### config.mk
export PLATFORM = sky130hd
export DESIGN_NAME = gpc_top
export DESIGN_NICKNAME = d
export VERILOG_FILES = /design/src/verilog/gpc_map_note_unused.v /design/src/verilog/gpc_aux_port.v /design/src/verilog/gpc_top.v
export VERILOG_INCLUDE_DIRS = /design/src /design/src/verilog
export SDC_FILE = /design/constraint.sdc
export NUM_CORES = 1
export LEC_CHECK = 0
export BUFFER_PORTS_ARGS = -buffer_cell sky130_fd_sc_hd__buf_2
export CAP_MARGIN = 20
export CORE_ASPECT_RATIO = 0.6
export CORE_MARGIN = 2
export CORE_UTILIZATION = 48
export CTS_BUF_LIST = sky130_fd_sc_hd__clkbuf_4 sky130_fd_sc_hd__clkbuf_8 sky130_fd_sc_hd__clkbuf_16
export DETAILED_ROUTE_END_ITERATION = 10
export HOLD_SLACK_MARGIN = 0.1
export MAX_ROUTING_LAYER = met4
export PLACE_DENSITY = 0.76
export SYNTH_ARGS = -nofsm -noshare
export SYNTH_HDL_FRONTEND = slang
export SYNTH_HIERARCHICAL = 1
export SYNTH_SLANG_ARGS = --single-unit
### constraint.sdc
create_clock -name mclk -period 1.7 [get_ports mclk]
set_input_delay 0.17 -clock mclk [delete_from_list [all_inputs] [get_ports mclk]]
set_output_delay 0.17 -clock mclk [all_outputs]
set_load 0.01 [all_outputs]
### src/verilog/gpc_map.vh
// Register map, field positions and timing constants for the pin block
`ifndef GPC_MAP_VH
`define GPC_MAP_VH

`define GPC_ADDR_W 8
`define GPC_DATA_W 24
`define GPC_PIN_CONTROL_ADDR 8'h06
`define GPC_PIN_CONTROL_RESET 24'h000000

// Per-pin nibble: state [3:2], drive value [1], sampled value [0]
`define GPC_NUM_PINS 4
`define GPC_PIN_STRIDE 4
`define GPC_STATE_LSB 2
`define GPC_DRIVE_BIT 1
`define GPC_SAMPLED_BIT 0
`define GPC_AUX_PINS 3

`define GPC_AUX_ENABLE_BIT 16
`define GPC_AUX_FRAMING_BIT 18

// Pin state encoding
`define GPC_ST_HIGHZ 2'b00
`define GPC_ST_INPUT 2'b01
`define GPC_ST_PUSHPULL 2'b10
`define GPC_ST_OPENDRAIN 2'b11

// Auxiliary port
`define GPC_AUX_RATE_KHZ 128
`define GPC_CLK_MHZ 100
`define GPC_AUX_WORD_W 32
`define GPC_AUX_HALF_DIV 4

`endif

### src/verilog/gpc_map_note_unused.v
// Intentionally empty compilation unit
`default_nettype none
`default_nettype wire

### src/verilog/gpc_aux_port.v
// Serial streamer for the auxiliary sample port on pins 0 to 2
`default_nettype none
`include "gpc_map.vh"

module gpc_aux_port #(
   parameter WORD_W = `GPC_AUX_WORD_W,
   parameter HALF_DIV = `GPC_AUX_HALF_DIV
) (
   input wire mclk,
   input wire rst_b,
   input wire enable,
   input wire word_framing,
   input wire [WORD_W-1:0] word_data,
   input wire word_valid,
   input wire word_last,
   output reg word_ready_reg,
   output reg sclk_reg,
   output reg sdo_reg,
   output reg cs_b_reg
);
   localparam ST_IDLE = 2'b00;
   localparam ST_SHIFT = 2'b01;
   localparam ST_GAP = 2'b10;
   localparam CW = (WORD_W > HALF_DIV) ? $clog2(WORD_W + 1) :
                   $clog2(HALF_DIV + 1);
   localparam [CW-1:0] BITS_LAST = WORD_W - 1;
   localparam [CW-1:0] DIV_LAST = HALF_DIV - 1;

   reg [1:0] state_reg;
   reg [1:0] state_next;
   reg [WORD_W-1:0] shift_reg;
   reg [CW-1:0] bit_reg;
   reg [CW-1:0] div_reg;
   reg last_reg;
   wire take = word_valid && word_ready_reg;
   wire tick = (div_reg == DIV_LAST);

   always @* begin
      state_next = state_reg;
      case (state_reg)
         ST_IDLE: begin
            if (take)
               state_next = ST_SHIFT;
         end
         ST_SHIFT: begin
            if (tick && sclk_reg && bit_reg == BITS_LAST)
               state_next = (word_framing || last_reg) ? ST_GAP : ST_IDLE;
         end
         ST_GAP: begin
            if (tick)
               state_next = ST_IDLE;
         end
         default: begin
            state_next = ST_IDLE;
         end
      endcase
      if (!enable)
         state_next = ST_IDLE;
   end

   always @(posedge mclk or negedge rst_b) begin
      if (!rst_b) begin
         state_reg <= ST_IDLE;
         shift_reg <= {WORD_W{1'b0}};
         bit_reg <= {CW{1'b0}};
         div_reg <= {CW{1'b0}};
         last_reg <= 1'b0;
         word_ready_reg <= 1'b0;
         sclk_reg <= 1'b0;
         sdo_reg <= 1'b0;
         cs_b_reg <= 1'b1;
      end else begin
         state_reg <= state_next;
         word_ready_reg <= enable && (state_next == ST_IDLE) && !take;
         div_reg <= (tick || state_reg == ST_IDLE) ? {CW{1'b0}} :
                    div_reg + 1'b1;
         if (!enable) begin
            // Disabling mid-word abandons it; chip select releases at once
            sclk_reg <= 1'b0;
            sdo_reg <= 1'b0;
            cs_b_reg <= 1'b1;
            last_reg <= 1'b0;
         end else if (state_reg == ST_IDLE && take) begin
            shift_reg <= {word_data[WORD_W-2:0], 1'b0};
            sdo_reg <= word_data[WORD_W-1];
            last_reg <= word_last;
            bit_reg <= {CW{1'b0}};
            sclk_reg <= 1'b0;
            cs_b_reg <= 1'b0;
         end else if (state_reg == ST_SHIFT && tick) begin
            sclk_reg <= !sclk_reg;
            // Data changes on the falling edge, so the far end samples on rise
            if (sclk_reg) begin
               if (bit_reg == BITS_LAST) begin
                  // Word framing drops select per word, else per frame
                  if (word_framing || last_reg)
                     cs_b_reg <= 1'b1;
               end else begin
                  sdo_reg <= shift_reg[WORD_W-1];
                  shift_reg <= {shift_reg[WORD_W-2:0], 1'b0};
                  bit_reg <= bit_reg + 1'b1;
               end
            end
         end
      end
   end
endmodule
`default_nettype wire

### src/verilog/gpc_top.v
// Four-pin general-purpose port with register access and auxiliary stream
//
// Implementation choices: the register offsets and strobed register access.
`default_nettype none
`include "gpc_map.vh"

module gpc_top #(
   parameter NUM_PINS = `GPC_NUM_PINS,
   parameter AUX_WORD_W = `GPC_AUX_WORD_W,
   parameter AUX_HALF_DIV = `GPC_AUX_HALF_DIV
) (
   input wire mclk,
   input wire rst_b,
   input wire [`GPC_ADDR_W-1:0] reg_addr,
   input wire [`GPC_DATA_W-1:0] reg_wdata,
   input wire reg_wr,
   input wire reg_rd,
   output reg [`GPC_DATA_W-1:0] reg_rdata_reg,
   input wire [NUM_PINS-1:0] pin_in,
   output reg [NUM_PINS-1:0] pin_out_reg,
   output reg [NUM_PINS-1:0] pin_oe_reg,
   input wire [AUX_WORD_W-1:0] aux_word,
   input wire aux_word_valid,
   input wire aux_word_last,
   output wire aux_word_ready
);
   // Returns {output enable, output level} for one pin
   function [1:0] pin_drive;
      input [1:0] st;
      input val;
      begin
         // Open drain never drives high, so a shared wire is never fought
         case (st)
            `GPC_ST_PUSHPULL: pin_drive = {1'b1, val};
            `GPC_ST_OPENDRAIN: pin_drive = {!val, 1'b0};
            default: pin_drive = 2'b00;
         endcase
      end
   endfunction

   // Position of pin n's state field inside the control word
   function integer state_pos;
      input integer n;
      begin
         state_pos = `GPC_PIN_STRIDE*n + `GPC_STATE_LSB;
      end
   endfunction

   // Position of pin n's drive level
   function integer drive_pos;
      input integer n;
      begin
         drive_pos = `GPC_PIN_STRIDE*n + `GPC_DRIVE_BIT;
      end
   endfunction

   // Position of pin n's read-only sampled level
   function integer sampled_pos;
      input integer n;
      begin
         sampled_pos = `GPC_PIN_STRIDE*n + `GPC_SAMPLED_BIT;
      end
   endfunction

   reg [2*NUM_PINS-1:0] pin_state_reg;
   reg [NUM_PINS-1:0] drive_reg;
   reg [NUM_PINS-1:0] sampled_reg;
   reg [NUM_PINS-1:0] sampled_next;
   reg [NUM_PINS-1:0] sync1_reg;
   reg [NUM_PINS-1:0] sync2_reg;
   reg aux_port_enable_reg;
   reg aux_port_word_framing_reg;
   reg [NUM_PINS-1:0] out_next;
   reg [NUM_PINS-1:0] oe_next;
   reg [`GPC_DATA_W-1:0] rd_next;
   reg [1:0] drv;
   wire aux_sclk;
   wire aux_sdo;
   wire aux_port_chip_select_b;
   // Only one word is mapped; every other address is ignored
   wire hit = (reg_addr == `GPC_PIN_CONTROL_ADDR);
   // One loop counter per process, so no variable has two drivers
   integer i;
   integer j;
   integer k;

   // Stream serialiser; its three pins are merged in below
   gpc_aux_port #(
      .WORD_W(AUX_WORD_W),
      .HALF_DIV(AUX_HALF_DIV)
   ) i_gpc_aux_port (
      .mclk(mclk),
      .rst_b(rst_b),
      .enable(aux_port_enable_reg),
      .word_framing(aux_port_word_framing_reg),
      .word_data(aux_word),
      .word_valid(aux_word_valid),
      .word_last(aux_word_last),
      .word_ready_reg(aux_word_ready),
      .sclk_reg(aux_sclk),
      .sdo_reg(aux_sdo),
      .cs_b_reg(aux_port_chip_select_b)
   );

   // Pin fields; sampled bits are read-only and never written
   always @(posedge mclk or negedge rst_b) begin
      if (!rst_b) begin
         pin_state_reg <= {2*NUM_PINS{1'b0}};
         drive_reg <= {NUM_PINS{1'b0}};
      end else if (reg_wr && hit) begin
         for (i = 0; i < NUM_PINS; i = i + 1) begin
            // Pin 3 at [15:12], pin 2 [11:8], pin 1 [7:4], pin 0 [3:0]
            pin_state_reg[2*i +: 2] <= reg_wdata[state_pos(i) +: 2];
            drive_reg[i] <= reg_wdata[drive_pos(i)];
         end
      end
   end

   // Stream controls share the strobe but live apart from the pin fields
   always @(posedge mclk or negedge rst_b) begin
      if (!rst_b) begin
         aux_port_enable_reg <= 1'b0;
         aux_port_word_framing_reg <= 1'b0;
      end else if (reg_wr && hit) begin
         aux_port_enable_reg <= reg_wdata[`GPC_AUX_ENABLE_BIT];
         aux_port_word_framing_reg <=
            reg_wdata[`GPC_AUX_FRAMING_BIT];
      end
   end

   // Pins arrive unsynchronised; only the second stage is looked at
   // The first stage may settle late, so nothing else reads it
   always @(posedge mclk or negedge rst_b) begin
      if (!rst_b) begin
         sync1_reg <= {NUM_PINS{1'b0}};
         sync2_reg <= {NUM_PINS{1'b0}};
      end else begin
         sync1_reg <= pin_in;
         sync2_reg <= sync1_reg;
      end
   end

   // Pin drive and sampling, with pins 0 to 2 taken over by the stream
   always @* begin
      out_next = {NUM_PINS{1'b0}};
      oe_next = {NUM_PINS{1'b0}};
      sampled_next = {NUM_PINS{1'b0}};
      drv = 2'b00;
      for (j = 0; j < NUM_PINS; j = j + 1) begin
         drv = pin_drive(pin_state_reg[2*j +: 2], drive_reg[j]);
         oe_next[j] = drv[1];
         out_next[j] = drv[0];
         // Outside input mode the bit reads low rather than a stale level
         if (pin_state_reg[2*j +: 2] == `GPC_ST_INPUT)
            sampled_next[j] = sync2_reg[j];
      end
      // Select, clock and data are all push-pull while the stream runs
      if (aux_port_enable_reg) begin
         // Pin 3 is left on its own fields above
         oe_next[`GPC_AUX_PINS-1:0] = {`GPC_AUX_PINS{1'b1}};
         out_next[0] = aux_port_chip_select_b;
         out_next[1] = aux_sclk;
         out_next[2] = aux_sdo;
         sampled_next[`GPC_AUX_PINS-1:0] = {`GPC_AUX_PINS{1'b0}};
      end
   end

   // Registering the pins keeps decode glitches off the wires
   always @(posedge mclk or negedge rst_b) begin
      if (!rst_b) begin
         pin_out_reg <= {NUM_PINS{1'b0}};
         pin_oe_reg <= {NUM_PINS{1'b0}};
         sampled_reg <= {NUM_PINS{1'b0}};
      end else begin
         pin_out_reg <= out_next;
         pin_oe_reg <= oe_next;
         sampled_reg <= sampled_next;
      end
   end

   // Readback; reserved bits and unmapped addresses read as zero
   always @* begin
      rd_next = `GPC_PIN_CONTROL_RESET;
      if (hit) begin
         // State and drive fields of pins 0 to 2 stay readable while the stream owns them; their sampled bits read zero
         for (k = 0; k < NUM_PINS; k = k + 1) begin
            rd_next[state_pos(k) +: 2] = pin_state_reg[2*k +: 2];
            rd_next[drive_pos(k)] = drive_reg[k];
            rd_next[sampled_pos(k)] = sampled_reg[k];
         end
         rd_next[`GPC_AUX_ENABLE_BIT] = aux_port_enable_reg;
         rd_next[`GPC_AUX_FRAMING_BIT] = aux_port_word_framing_reg;
      end
   end

   // Read data is only meaningful the cycle after the strobe; held as zero
   always @(posedge mclk or negedge rst_b) begin
      if (!rst_b)
         reg_rdata_reg <= {`GPC_DATA_W{1'b0}};
      else if (reg_rd)
         reg_rdata_reg <= rd_next;
      else
         reg_rdata_reg <= {`GPC_DATA_W{1'b0}};
   end
endmodule
`default_nettype wire
==> summary by stage, run 1 <==
Setup path
Walking the worst path, the cells encountered are ha_4 > nand4_1 > nor2_4 > o21ai_4 > buf_12 > clkbuf_16 > a21oi_1 > a31oi_1. In this run the worst path has a maximum fanout of 7. The launch instance of the worst register-to-register path is i_gpc_aux_port/bit_reg[1]. The classification of the worst setup path is reg -> reg. For this design, the slowest cell found on the critical path is dfrtp_1. The worst-case register-to-register setup slack is -0.11 ns.

The endpoint of the most critical register-to-register path is i_gpc_aux_port/shift_reg[11]. The data required time at the worst endpoint is 1.91 ns. Data on the critical path arrives at its endpoint at around 2 ns. The critical path launch point type is a flop.

For the worst flop-to-flop path, the logic depth is 8. The category of the worst setup path capture point is a flop. On the worst path, the slowest cell contributes a delay of 0.41 ns.

Timing
The hold slack is 0.109 ns. Timing would allow up to 551 MHz. Setup repair after global routing could not meet its margin everywhere. The clock tree skew after final layout is 0.00679 ns. The number of pins with negative max-slew slack in the final report is 0.

The share of the clock period used by the worst path after layout is 107%. The worst path in the final design needs a cycle of about 1.8 ns, including I/O delays and setup. Setup violations remaining at the end of the flow were counted as 31.

The minimum setup slack in the final design is -0.114 ns. The hold violation count in the final report is 0.

Logic synthesis
The synthesized flop and latch total is 102. Counting distinct cell types in the post-synthesis netlist gives 49. The netlist area before placement is 4300 µm². In the synthesized netlist, the number of instances is 393. The synthesized area per cell is ~11 µm². The Yosys step of the flow raised 6 warnings. The sequential area share after synthesis is 59.5%.

Final layout
The top cell types in the final layout, fill and taps aside, are dfrtp_1 (100), buf_2 (89), nand2_1 (80), dlygate4sd3_1 (44), buf_4 (27). Leaving out fill and tap cells, the most frequent cell in the layout is dfrtp_1. The layout has 540 filler cells. The area added between synthesis and finish is 42.8%. Cells with a size suffix above 1 make up 37.9% of the layout. The number of antenna diodes in the final layout is 0. For this run, the post-layout net count is 627.

The register with the most flip-flops in the layout has 31 of them. The filler-free cell count of the finished design is 668.

Power and ir drop
The cell leakage power is 2.89 nW. The maximum VDD drop is 452 µV. The power density relative to cell area is 844 nW/µm².

Hold path
The hold path depth is 3. The worst hold path endpoint is i_gpc_aux_port/shift_reg[29]. The worst hold path belongs to the class in -> reg.

The worst hold path startpoint is aux_word[28].

Clocking
The master cell of the clock root buffer is clkbuf_16. The clock latency on the worst-skew pair is 0.34 ns. TritonCTS built the clock tree. CTS built an H-tree with a depth of 3.

The number of buffers on the longest clock path is 2. CTS saw 102 sinks. The number of buffers created by CTS is 9. Clock-pin slew was measured on the worst setup and hold paths at 0.07 ns.

Flow run
The tool flagged a number of max-cap violations equal to 0.

Placement
At the placement stage, the worst setup path has a slack of -0.0551 ns. The count of placed standard cells including taps is between 500 and 600. The quantity of I/O buffers inserted on ports is 90. The half-perimeter wire length of the detailed placement result is 6450 µm. Routability-driven placement finished with a final weighted congestion of 0.832.

Outcome
The flow ran to the end, but the final reports show violations. The final reports fail on negative setup slack.

Global routing
Global routing consumed, over all layers together, 21.5% of the routing resources. The number of antenna violations at the first check in global routing is 0. The number of global-route vias before repair is 3,286. The first global-routing pass estimated 16,200 µm of wire. Entering global routing, the biggest net connects 38 pins.

For this run the aggregate overflow at the end of global routing stands at 0.

Route
In the routed design, unresolved DRC markers number 0. Dividing the detail-routed via count by the number of cells gives around 5.4. The total number of vias is 3,586. The count of nets left with antenna violations after detail routing is 0. Dividing the detail-routed wire length by the instance count gives 16.4 µm. The aggregate routed wire length is 11,000 µm. The violation count after the first detailed-route iteration is 348. The detailed-router iteration count before antenna repair is 5.

Die
The total area inside the core boundary comes to 8590 µm². The count of standard-cell rows is 26. The die is roughly 130 µm wide.

The overall die area is just under 10,000 µm². The die extent in y is 77.3 µm. The starting utilization of the core area is ~50%.

The number of top-level pins is 107.
==> how the worst max path moves through the flow <==
stage | from | end | cells past startpoint
CTS | i_gpc_aux_port/state_reg[1] | i_gpc_aux_port/shift_reg[28] | 6
global route | i_gpc_aux_port/div_reg[0] | i_gpc_aux_port/shift_reg[11] | 8
floorplan | i_gpc_aux_port/div_reg[0] | i_gpc_aux_port/bit_reg[5] | 6
finish | i_gpc_aux_port/bit_reg[1] | i_gpc_aux_port/shift_reg[11] | 8
global placement | i_gpc_aux_port/bit_reg[1] | i_gpc_aux_port/word_ready_reg | 6
detailed placement | i_gpc_aux_port/bit_reg[1] | i_gpc_aux_port/word_ready_reg | 6
==> stage by stage <==
step                      setup TNS [ns]  utilization, %  power (mW)  cell area (µm²)
after global placement                 0            58.1        2.88             4990
after global routing               -2.54            71.4        5.38             6130
after detailed placement          -0.374            58.1        2.89             4990
after floorplan                        0               -        2.71             4310
final                             -0.651            71.4        5.17             6130
after CTS                              0            67.5        5.15             5800
==> cell usage after synthesis, drive strengths merged <==
cell type / n / area (µm²)
dfrtp: 101 / 2530
nand2: 82 / 308
a21oi: 35 / 186
a31oi: 33 / 206
and2: 19 / 120
buf: 18 / 140
nor2: 15 / 56.3
mux2: 14 / 195
o21ai: 11 / 58.8
clkbuf: 10 / 37.5
nand3: 7 / 52.6
nor3: 5 / 30.0
a21o: 4 / 30.0
and3: 3 / 20.0
nand3b: 3 / 22.5
nand4: 3 / 18.8
xor2: 3 / 26.3
a32o: 2 / 20.0
ha: 2 / 25.0
inv: 2 / 7.51
nor4bb: 2 / 20.0
o211ai: 2 / 15.0
xnor2: 2 / 17.5
a21boi: 1 / 7.51
a22o: 1 / 8.76
and2b: 1 / 8.76
and4: 1 / 11.3
and4bb: 1 / 12.5
conb: 1 / 3.75
dfstp: 1 / 26.3
mux2i: 1 / 10.0
nor3b: 1 / 7.51
nor4: 1 / 21.3
o21a: 1 / 7.51
o31ai: 1 / 7.51
or2: 1 / 6.26
or3: 1 / 7.51
or4: 1 / 7.51
==> cells by family after synthesis <==
logic type,synth area share (%)
buf+inv,4.31
mux,4.78
fa+ha+maj,0.582
other cells,0.0873
flops,59.5
simple gates,17.0
xor+xnor,1.02
compound gates,12.8
==> routing by layer <==
metal  wire length (µm)  vias up  track usage (%)
li1                   -     1664                -
met1               4780     1768             29.1
met2               5350      134             32.7
met3                633       20             5.44
met4                199        0             5.82
met5                  0        -                -
==> where the power goes <==
group / total (mW) / switching [mW] / internal, mW
sequential: 2.54 / 0.0500 / 2.49
clock: 2.21 / 0.883 / 1.32
combinational: 0.425 / 0.202 / 0.222
total: 5.17 / 1.14 / 4.04
==> critical path, delay by kind of cell, from the launching register on <==
| kind | cells | cell delay, ns |
|---|---|---|
| fa+ha+maj | 1 | 0.17 |
| flops | 1 | 0.41 |
| simple gates | 2 | 0.43 |
| compound gates | 3 | 0.37 |
| buf+inv | 2 | 0.30 |
==> final cells by class <==
cell class	count	area (µm²)	share of cell area (%)
flip-flops and latches	102	2550	41.7
multi-input cells	266	1800	29.4
repair buffers	170	1300	21.3
clock buffers	10	239	3.90
well taps	112	140	2.28
clock inverters	6	85.1	1.39
inverters	2	7.51	0.122
==> what timing repair did <==
item,4_1_cts,5_1_grt
endpoints found under the hold margin,73,0
hold buffers,44,0
buffers inserted,1,8
cloned,0,3
gates resized for setup,9,43
pin swaps,3,10
endpoints found under the setup margin,33,38
No activity file was read; power rests on OpenSTA's default activity.
==> run 2, diff against run 1 <==
--- a/config.mk
+++ b/config.mk
@@ -16,6 +16,7 @@
 export HOLD_SLACK_MARGIN = 0.1
 export MAX_ROUTING_LAYER = met4
 export PLACE_DENSITY = 0.76
+export RECOVER_POWER = 25
 export SYNTH_ARGS = -nofsm -noshare
 export SYNTH_HDL_FRONTEND = slang
 export SYNTH_HIERARCHICAL = 1
==> run 2 against run 1 <==
Effect of this change: the flow still finishes with violations (negative setup slack); critical path depth is the same; sequential power about the same; non-clock buffer count did not move; first-iteration DRC count rose by 9.8%; clock skew up 0.00086 ns; setup slack improved by 0.0042 ns; maximum frequency up 0.23%; sequential cell count stayed put; cell count did not move; worst hold slack lost 0.00062 ns; global-route usage unchanged; largest power group unchanged.
==> summary by stage, run 2 (same netlist as run 1, synthesis figures left out) <==
Global routing
The overflow left after global routing is 0 (unchanged). The number of global-route vias before repair is 3,286 (unchanged). The number of antenna violations at the first check in global routing is 0 (unchanged). The global-route wire length before repair came to 16,200 µm (unchanged). The maximum number of pins on one net before global-route repair is 38 (unchanged). The overall routing resource usage is 21.5% (unchanged).

Route
The total number of vias is 3,607 (was 3,586). The count of nets left with antenna violations after detail routing is 0 (unchanged). The violation count after the first detailed-route iteration is 382 (was 348). The wire length per cell is 16.4 µm (about the same). The via density per instance came to 5.40 (was 5.37). The aggregate routed wire length is 11,000 µm (about the same). The detailed-router iteration count before antenna repair is 5 (unchanged). The DRC violations left was 0 (unchanged).

Timing
The highest clock rate is 552 MHz (was 551 MHz). The minimum clock period is 1.81 ns (about the same). The share of the clock period used by the worst path after layout is 106% (was 107%). The total negative setup slack is -0.450 ns (was -0.651 ns).

Unrepaired setup endpoints after global routing: yes (unchanged). The number of pins with negative max-slew slack in the final report came to 0 (unchanged). The clock tree skew after final layout came to 0.00765 ns (was 0.00679 ns).

For the pin with the worst max-slew slack, the measured transition is 0.851 ns. The number of endpoints failing setup at the final stage is 27 (was 31). The hold violation count in the final report came to 0 (unchanged). The worst slew margin relative to its limit is between 40% and 50%. The minimum setup slack in the final design is -0.110 ns (was -0.114 ns).

Outcome
Violations in the final reports: negative setup slack (unchanged). Run status: finished with violations (unchanged).

Power and ir drop
The maximum VDD drop is 451 µV (was 452 µV). The cell leakage power is 2.89 nW (about the same). The power density relative to cell area came to 845 nW/µm² (was 844 nW/µm²).

Setup path
The arrival time of the worst setup path is 2.02 ns (about the same). The cell type of the slowest stage on the worst timing path is dfrtp_1 (unchanged). The critical path launch point type is a flop (unchanged).

The data required time at the worst endpoint is 1.91 ns (about the same). The classification of the worst setup path is reg -> reg (unchanged). The buffer and inverter count on the worst path is 2 (unchanged). Critical-path cell list: ha_4 > nand4_1 > nor2_4 > o21ai_4 > buf_12 > clkbuf_16 > a21oi_1 > a31oi_1 (unchanged). The category of the worst setup path capture point is a flop (unchanged). The largest fanout on the critical path is 7 (unchanged).

The delay of the slowest critical-path stage is 0.41 ns (about the same). The family of cells with the greatest summed delay on the critical path was simple AND/OR/NAND/NOR gates (unchanged).

Hold path
The class of the tightest hold or removal check is in -> reg (unchanged).

Final layout
Most used cells in the layout excluding fill and tap cells: dfrtp_1 (100), buf_2 (89), nand2_1 (80), dlygate4sd3_1 (44) (was dfrtp_1 (100), buf_2 (89), nand2_1 (80), dlygate4sd3_1 (44), buf_4 (27)). The flip-flop count of the largest register, all copies and words added came to 31 (unchanged). The area added between synthesis and finish came to 42.4% (was 42.8%).

The area taken by multi-input logic gates is 1790 µm² (was 1800 µm²). The final net count was 627 (unchanged). The number of antenna repair diodes is 0 (unchanged). The most common cell after layout, fill and taps aside is dfrtp_1 (unchanged).

The storage element area is 2550 µm² (unchanged). The end-of-flow core utilization was 71.2% (was 71.4%). The number of fill cells is 544 (was 540). The share of final-layout standard cells stronger than drive strength 1 is 37.6% (was 37.9%).

Die
The overall die area is 9750 µm² (unchanged). The starting utilization of the core area was 50.0% (unchanged). The number of top-level pins came to 107 (unchanged). The width of the die was 126 µm (unchanged). The count of standard-cell rows is 26 (unchanged). The die extent in y is 77.3 µm (unchanged). The area of the core region is 8590 µm² (unchanged).

Clocking
The number of buffers created by CTS is 9 (unchanged). The number of buffers on the longest clock path is 2 (unchanged). The clock latency on the worst-skew pair came to 0.34 ns (about the same). The H-tree depth is 3 (unchanged).

The master cell of the clock root buffer is clkbuf_16 (unchanged). The register clock-pin slew on the reported worst setup and hold paths is 0.07 ns (about the same). The number of clock sinks seen by CTS is 102 (unchanged).

The TritonCTS clock tree is yes (unchanged).

Placement
The quantity of I/O buffers inserted on ports is 90 (unchanged). The final weighted congestion in routability-driven placement is 0.832 (unchanged). The half-perimeter wire length of the detailed placement result came to 6450 µm (unchanged).

Flow run
The max-capacitance violation count is 0 (unchanged).
-- run 2: cell types whose count changed in the layout (fill, tap and decap cells not counted) --
cell	change
and3_1	+1
and3_2	-1
buf_4	-1
clkbuf_2	+1
nor4_1	+1
nor4_4	-1
-- run 2: area by class of cell --
| class | instances | area share, % |
|---|---|---|
| timing repair buffer | 170 | 21.3 |
| sequential | 102 | 41.8 |
| clock buffer | 10 | 3.91 |
| inverter | 2 | 0.123 |
| multi-input combinational | 266 | 29.2 |
| tap | 112 | 2.29 |
| clock inverter | 6 | 1.39 |
-- run 2: final timing paths --
path / from / to / slack (ns) / cells after the start
min: aux_word[28] / i_gpc_aux_port/shift_reg[29] / 0.11 / 3
min reg2reg: sync1_reg[0] / sync2_reg[0] / 0.35 / 0
max in group asynchronous: rst_b / i_gpc_aux_port/cs_b_reg / 0.48 / 3
max reg2reg: i_gpc_aux_port/bit_reg[1] / i_gpc_aux_port/shift_reg[11] / -0.11 / 8
min in group asynchronous: rst_b / drive_reg[3] / 0.48 / 2
max: i_gpc_aux_port/bit_reg[1] / i_gpc_aux_port/shift_reg[11] / -0.11 / 8
-- run 2: per-layer routing --
| metal | part of all wire [%] | global-route usage [%] |
|---|---|---|
| met5 | 0 | - |
| met4 | 1.3 | 5.82 |
| met3 | 5.9 | 5.44 |
| met2 | 49 | 32.7 |
| met1 | 43 | 29.1 |
-- run 2: metrics by stage --
stage,setup slack (ns),std cells,hold WS [ns],power (mW),cell area (µm²)
5_1_grt,-0.176,668,0.111,5.37,6110
6_report,-0.110,668,0.108,5.17,6110
4_1_cts,0.00151,657,0.108,5.15,5800
3_3_place_gp,0.0133,596,0.135,2.88,4990
3_5_place_dp,-0.0551,596,0.141,2.89,4990
2_1_floorplan,0.0522,398,-0.126,2.71,4310
-- run 2: worst register-to-register path: stages, from the launching register on --
cell and delay (ns):
dfrtp_1 0.41, ha_4 0.17, nand4_1 0.18, nor2_4 0.24
o21ai_4 0.09, buf_12 0.15, clkbuf_16 0.16, a21oi_1 0.20
a31oi_1 0.09
-- run 2: timing repair --
action / CTS / global route
setup buffers: 1 / 8
hold buffers: 44 / 0
endpoints found under the hold margin: 73 / 0
cloned: 0 / 3
endpoints found under the setup margin: 33 / 38
pin swaps: 3 / 10
gates resized for setup: 9 / 43
-- run 2: power breakdown --
| part | switching, mW | internal (mW) |
|---|---|---|
| sequential | 0.0500 | 2.49 |
| combinational | 0.200 | 0.221 |
| clock | 0.881 | 1.32 |
| total | 1.13 | 4.04 |
==> run 3, diff against run 2 <==
--- a/config.mk
+++ b/config.mk
@@ -6,12 +6,12 @@
 export SDC_FILE = /design/constraint.sdc
 export NUM_CORES = 1
 export LEC_CHECK = 0
+export ABC_AREA = 1
 export BUFFER_PORTS_ARGS = -buffer_cell sky130_fd_sc_hd__buf_2
 export CAP_MARGIN = 20
 export CORE_ASPECT_RATIO = 0.6
 export CORE_MARGIN = 2
-export CORE_UTILIZATION = 48
-export CTS_BUF_LIST = sky130_fd_sc_hd__clkbuf_4 sky130_fd_sc_hd__clkbuf_8 sky130_fd_sc_hd__clkbuf_16
+export CORE_UTILIZATION = 49
 export DETAILED_ROUTE_END_ITERATION = 10
 export HOLD_SLACK_MARGIN = 0.1
 export MAX_ROUTING_LAYER = met4
==> run 3 against run 2 <==
Effect of this change: the flow now finishes without violations; non-clock buffer count fell by 40; core utilization fell by 8.0 points; combinational power fell by 23%; maximum frequency rose by 17%; synthesized cell count rose by 40%; sequential cell count did not move; sequential power fell by 2%; area after synthesis rose by 9.3%; critical path depth fell by 1; die area rose by 6.8%; clock power fell by 3%; clock skew fell by 0.0021 ns; largest cell class unchanged; largest power group unchanged; highest routed layer unchanged.
==> summary by stage, run 3 <==
Logic synthesis
The instance count of the mapped netlist is 552 (was 393). The synthesized area per cell is 8.50 µm² (was 10.9 µm²). The netlist area before placement came to 4690 µm² (was 4300 µm²). The sequential area share after synthesis is 54.4% (was 59.5%).

The count of unique library cells instantiated by Yosys is 33 (was 49). The fraction of synthesis flops using an asynchronous set or reset pin was 100% (unchanged). The cell taking the most area after synthesis is dfrtp_1 (unchanged). The cell with the most instances after synthesis is nand2_1 (was dfrtp_1). The share of the synthesized area in the top cell type is 53.8% (was 58.8%). The number of flops mapped to enable cells by yosys is 0 (unchanged).

Cell types with the largest area share after synthesis: dfrtp_1 (54%), nand2_1 (19%), nand3_1 (5.1%), inv_1 (3.2%), nor2_4 (3.1%) (was dfrtp_1 (59%), nand2_1 (7.2%), a31oi_1 (4.8%), a21oi_1 (4.0%), mux2_4 (3.5%)). The flip-flop cell with the highest count after synthesis was dfrtp_1 (unchanged). The synthesized flop and latch total was 102 (unchanged). The number of warnings printed during yosys synthesis was 6 (unchanged). Most frequent cells after synthesis: nand2_1 (236), dfrtp_1 (101), nand3_1 (48) (was dfrtp_1 (101), nand2_1 (82), a21oi_1 (34)).

Final layout
The end-of-flow core utilization came to 63.2% (was 71.2%). The share of final-layout standard cells stronger than drive strength 1 was 22.2% (was 37.6%). The area added between synthesis and finish was 24.6% (was 42.4%). The filler-free cell count of the finished design was 805 (was 668). The number of antenna repair diodes came to 0 (unchanged). The final net count is 746 (was 627).

The flip-flop count of the largest register, all copies and words added is 31 (unchanged). The most common cell after layout, fill and taps aside is nand2_1 (was dfrtp_1). Most used cells in the layout excluding fill and tap cells: nand2_1 (237), dfrtp_1 (101), buf_2 (89), nand3_1 (48), inv_1 (40) (was dfrtp_1 (100), buf_2 (89), nand2_1 (80), dlygate4sd3_1 (44)).

Timing
The minimum clock period is 1.55 ns (was 1.81 ns). The total negative setup slack is 0 ns (was -0.450 ns). The minimum setup slack in the final design is 0.148 ns (was -0.110 ns). The highest clock rate came to 644 MHz (was 552 MHz).

The number of endpoints failing setup at the final stage is 0 (was 27). The number of pins with negative max-slew slack in the final report is 0 (unchanged). The hold violation count in the final report is 0 (unchanged).

The clock tree skew after final layout is 0.00551 ns (was 0.00765 ns). The worst slew margin relative to its limit is 15.2% (was 43.2%). The measured slew at the worst slew-check pin is 1.27 ns (was 0.851 ns). The share of the clock period used by the worst path after layout is 91.3% (was 106%).

Outcome
Run status: finished clean (was finished with violations).

Setup path
Critical-path cell list: nor2_1 > nand2_2 > nor2_4 > inv_2 > buf_6 > nand3_1 > nand2_1 (was ha_4 > nand4_1 > nor2_4 > o21ai_4 > buf_12 > clkbuf_16 > a21oi_1 > a31oi_1). The critical path launch point type is a flop (unchanged). The launch instance of the worst register-to-register path was i_gpc_aux_port/state_reg[1] (was i_gpc_aux_port/bit_reg[1]).

The buffer and inverter count on the worst path is 2 (unchanged). The family of cells with the greatest summed delay on the critical path is simple AND/OR/NAND/NOR gates (unchanged). The data required time at the worst endpoint is 1.95 ns (was 1.91 ns). The worst-case register-to-register setup slack is 0.15 ns (was -0.11 ns). The category of the worst setup path capture point is a flop (unchanged).

The delay of the slowest critical-path stage is 0.43 ns (was 0.41 ns). The largest fanout on the critical path is 31 (was 7). The endpoint of the most critical register-to-register path is i_gpc_aux_port/shift_reg[5] (was i_gpc_aux_port/shift_reg[11]).

The cell type of the slowest stage on the worst timing path is dfrtp_1 (unchanged). The arrival time of the worst setup path was 1.80 ns (was 2.02 ns). The classification of the worst setup path is reg -> reg (unchanged). The count of cells along the worst register-to-register path is 7 (was 8).

Clocking
The TritonCTS clock tree is yes (unchanged). The clock latency on the worst-skew pair was 0.35 ns (was 0.34 ns). The H-tree depth is 3 (unchanged). The number of buffers created by CTS came to 9 (unchanged). The number of buffers on the longest clock path is 2 (unchanged). The number of clock sinks seen by CTS is 102 (unchanged). The master cell of the clock root buffer is clkbuf_16 (unchanged). The register clock-pin slew on the reported worst setup and hold paths was 0.07 ns (about the same).

Global routing
The number of global-route vias before repair is 3,848 (was 3,286). The global-route wire length before repair is 17,900 µm (was 16,200 µm). The number of antenna violations at the first check in global routing was 0 (unchanged). The overall routing resource usage was 22.7% (was 21.5%). The overflow left after global routing is 0 (unchanged). The maximum number of pins on one net before global-route repair is 46 (was 38).

Power and ir drop
The maximum VDD drop was 596 µV (was 451 µV). The power density relative to cell area is 851 nW/µm² (was 845 nW/µm²). The cell leakage power is 3.19 nW (was 2.89 nW). The power consumption was 4.98 mW (was 5.17 mW).

Placement
The minimum setup slack after placement is 0.0389 ns (was -0.0551 ns). The quantity of I/O buffers inserted on ports was 90 (unchanged). The half-perimeter wire length of the detailed placement result is 7020 µm (was 6450 µm).

The count of placed standard cells including taps is 760 (was 596). The final weighted congestion in routability-driven placement is 0.872 (was 0.832).

Route
The wire length per cell came to 12.9 µm (was 16.4 µm). The via density per instance came to 4.84 (was 5.40). The violation count after the first detailed-route iteration is 240 (was 382). The total number of vias is 3,898 (was 3,607). The DRC violations left is 0 (unchanged). The count of nets left with antenna violations after detail routing came to 0 (unchanged). The detailed-router iteration count before antenna repair is 4 (was 5). The aggregate routed wire length is 10,400 µm (was 11,000 µm).

Die
The number of top-level pins is 107 (unchanged). The overall die area is 10,400 µm² (was 9750 µm²). The starting utilization of the core area is 50.7% (was 50.0%). The die extent in y is 79.8 µm (was 77.3 µm). The area of the core region was 9260 µm² (was 8590 µm²). The count of standard-cell rows is 27 (was 26). The width of the die is 130 µm (was 126 µm).

Hold path
The worst hold path startpoint is aux_word[18] (was aux_word[28]). The hold path depth came to 5 (was 3). The worst hold path endpoint was i_gpc_aux_port/shift_reg[19] (was i_gpc_aux_port/shift_reg[29]). The class of the tightest hold or removal check is in -> reg (unchanged).

Flow run
The max-capacitance violation count is 0 (unchanged).
[run 3: changes by cell type after synthesis, moves of 18 or more]
cell / change
a21oi_1: -29
a31oi_1: -33
and2_1: -18
inv_1: +38
nand2_1: +154
nand3_1: +43
[run 3: final cells by class]
cell class / instances / area, µm²
Clock buffer: 9 / 225
Multi-Input combinational cell: 385 / 1790
Inverter: 42 / 158
Sequential cell: 102 / 2550
Timing Repair Buffer: 130 / 875
Tap cell: 130 / 163
Clock inverter: 7 / 87.6
Fill cell: 795 / 3410
[run 3: worst min-delay path, delay by kind of cell]
family                 cells  cell delay, ns
buffers and inverters      1            0.07
AND/OR/NAND/NOR            4            0.18
[run 3: timing repair]
item / 4_1_cts / 5_1_grt
setup buffers: 0 / 1
hold endpoints to repair: 128 / 0
endpoints found under the setup margin: 0 / 35
gates resized for setup: 0 / 1
hold buffers: 28 / 0
[run 3: how the worst max path moves through the flow]
stage / start / to / slack (ns) / depth (start not counted)
after floorplan: i_gpc_aux_port/bit_reg[0] / i_gpc_aux_port/shift_reg[1] / 0.23 / 9
after global placement: i_gpc_aux_port/bit_reg[1] / i_gpc_aux_port/bit_reg[2] / 0.09 / 9
after detailed placement: i_gpc_aux_port/bit_reg[0] / i_gpc_aux_port/shift_reg[31] / 0.04 / 9
after CTS: i_gpc_aux_port/bit_reg[0] / i_gpc_aux_port/shift_reg[31] / 0.02 / 9
after global routing: i_gpc_aux_port/div_reg[0] / i_gpc_aux_port/shift_reg[18] / -0.008 / 8
final: i_gpc_aux_port/state_reg[1] / i_gpc_aux_port/shift_reg[5] / 0.15 / 7
[run 3: stage by stage]
| step | hold slack, ns | area [µm²] |
|---|---|---|
| floorplan | -0.126 | 4710 |
| global placement | 0.0762 | 5270 |
| detailed placement | 0.0764 | 5270 |
| CTS | 0.101 | 5860 |
| global route | 0.117 | 5850 |
| finish | 0.105 | 5850 |
[run 3: cells by family after synthesis]
family | synth area share (%)
flip-flops | 54.4
AND/OR/NAND/NOR | 34.3
other | 0.0799
adder cells (fa/ha/maj) | 0.533
AO/OA/AOI/OAI | 2.16
XOR/XNOR | 0.746
buffers and inverters | 7.76
[run 3: power by group]
part,internal [mW],switching [mW]
clock,1.18,0.977
sequential,2.47,0.0280
combinational,0.145,0.178
[run 3: layer usage]
metal / GRT usage [%] / share of wire [%] / wire length (µm) / vias to the layer above
met4: 7.23 / 1.7 / 172 / 0
met1: 30.8 / 45 / 4700 / 1843
met5: - / 0 / 0 / -
li1: - / - / - / 1929
met2: 34.9 / 48 / 4950 / 112
met3: 4.29 / 5.1 / 532 / 14
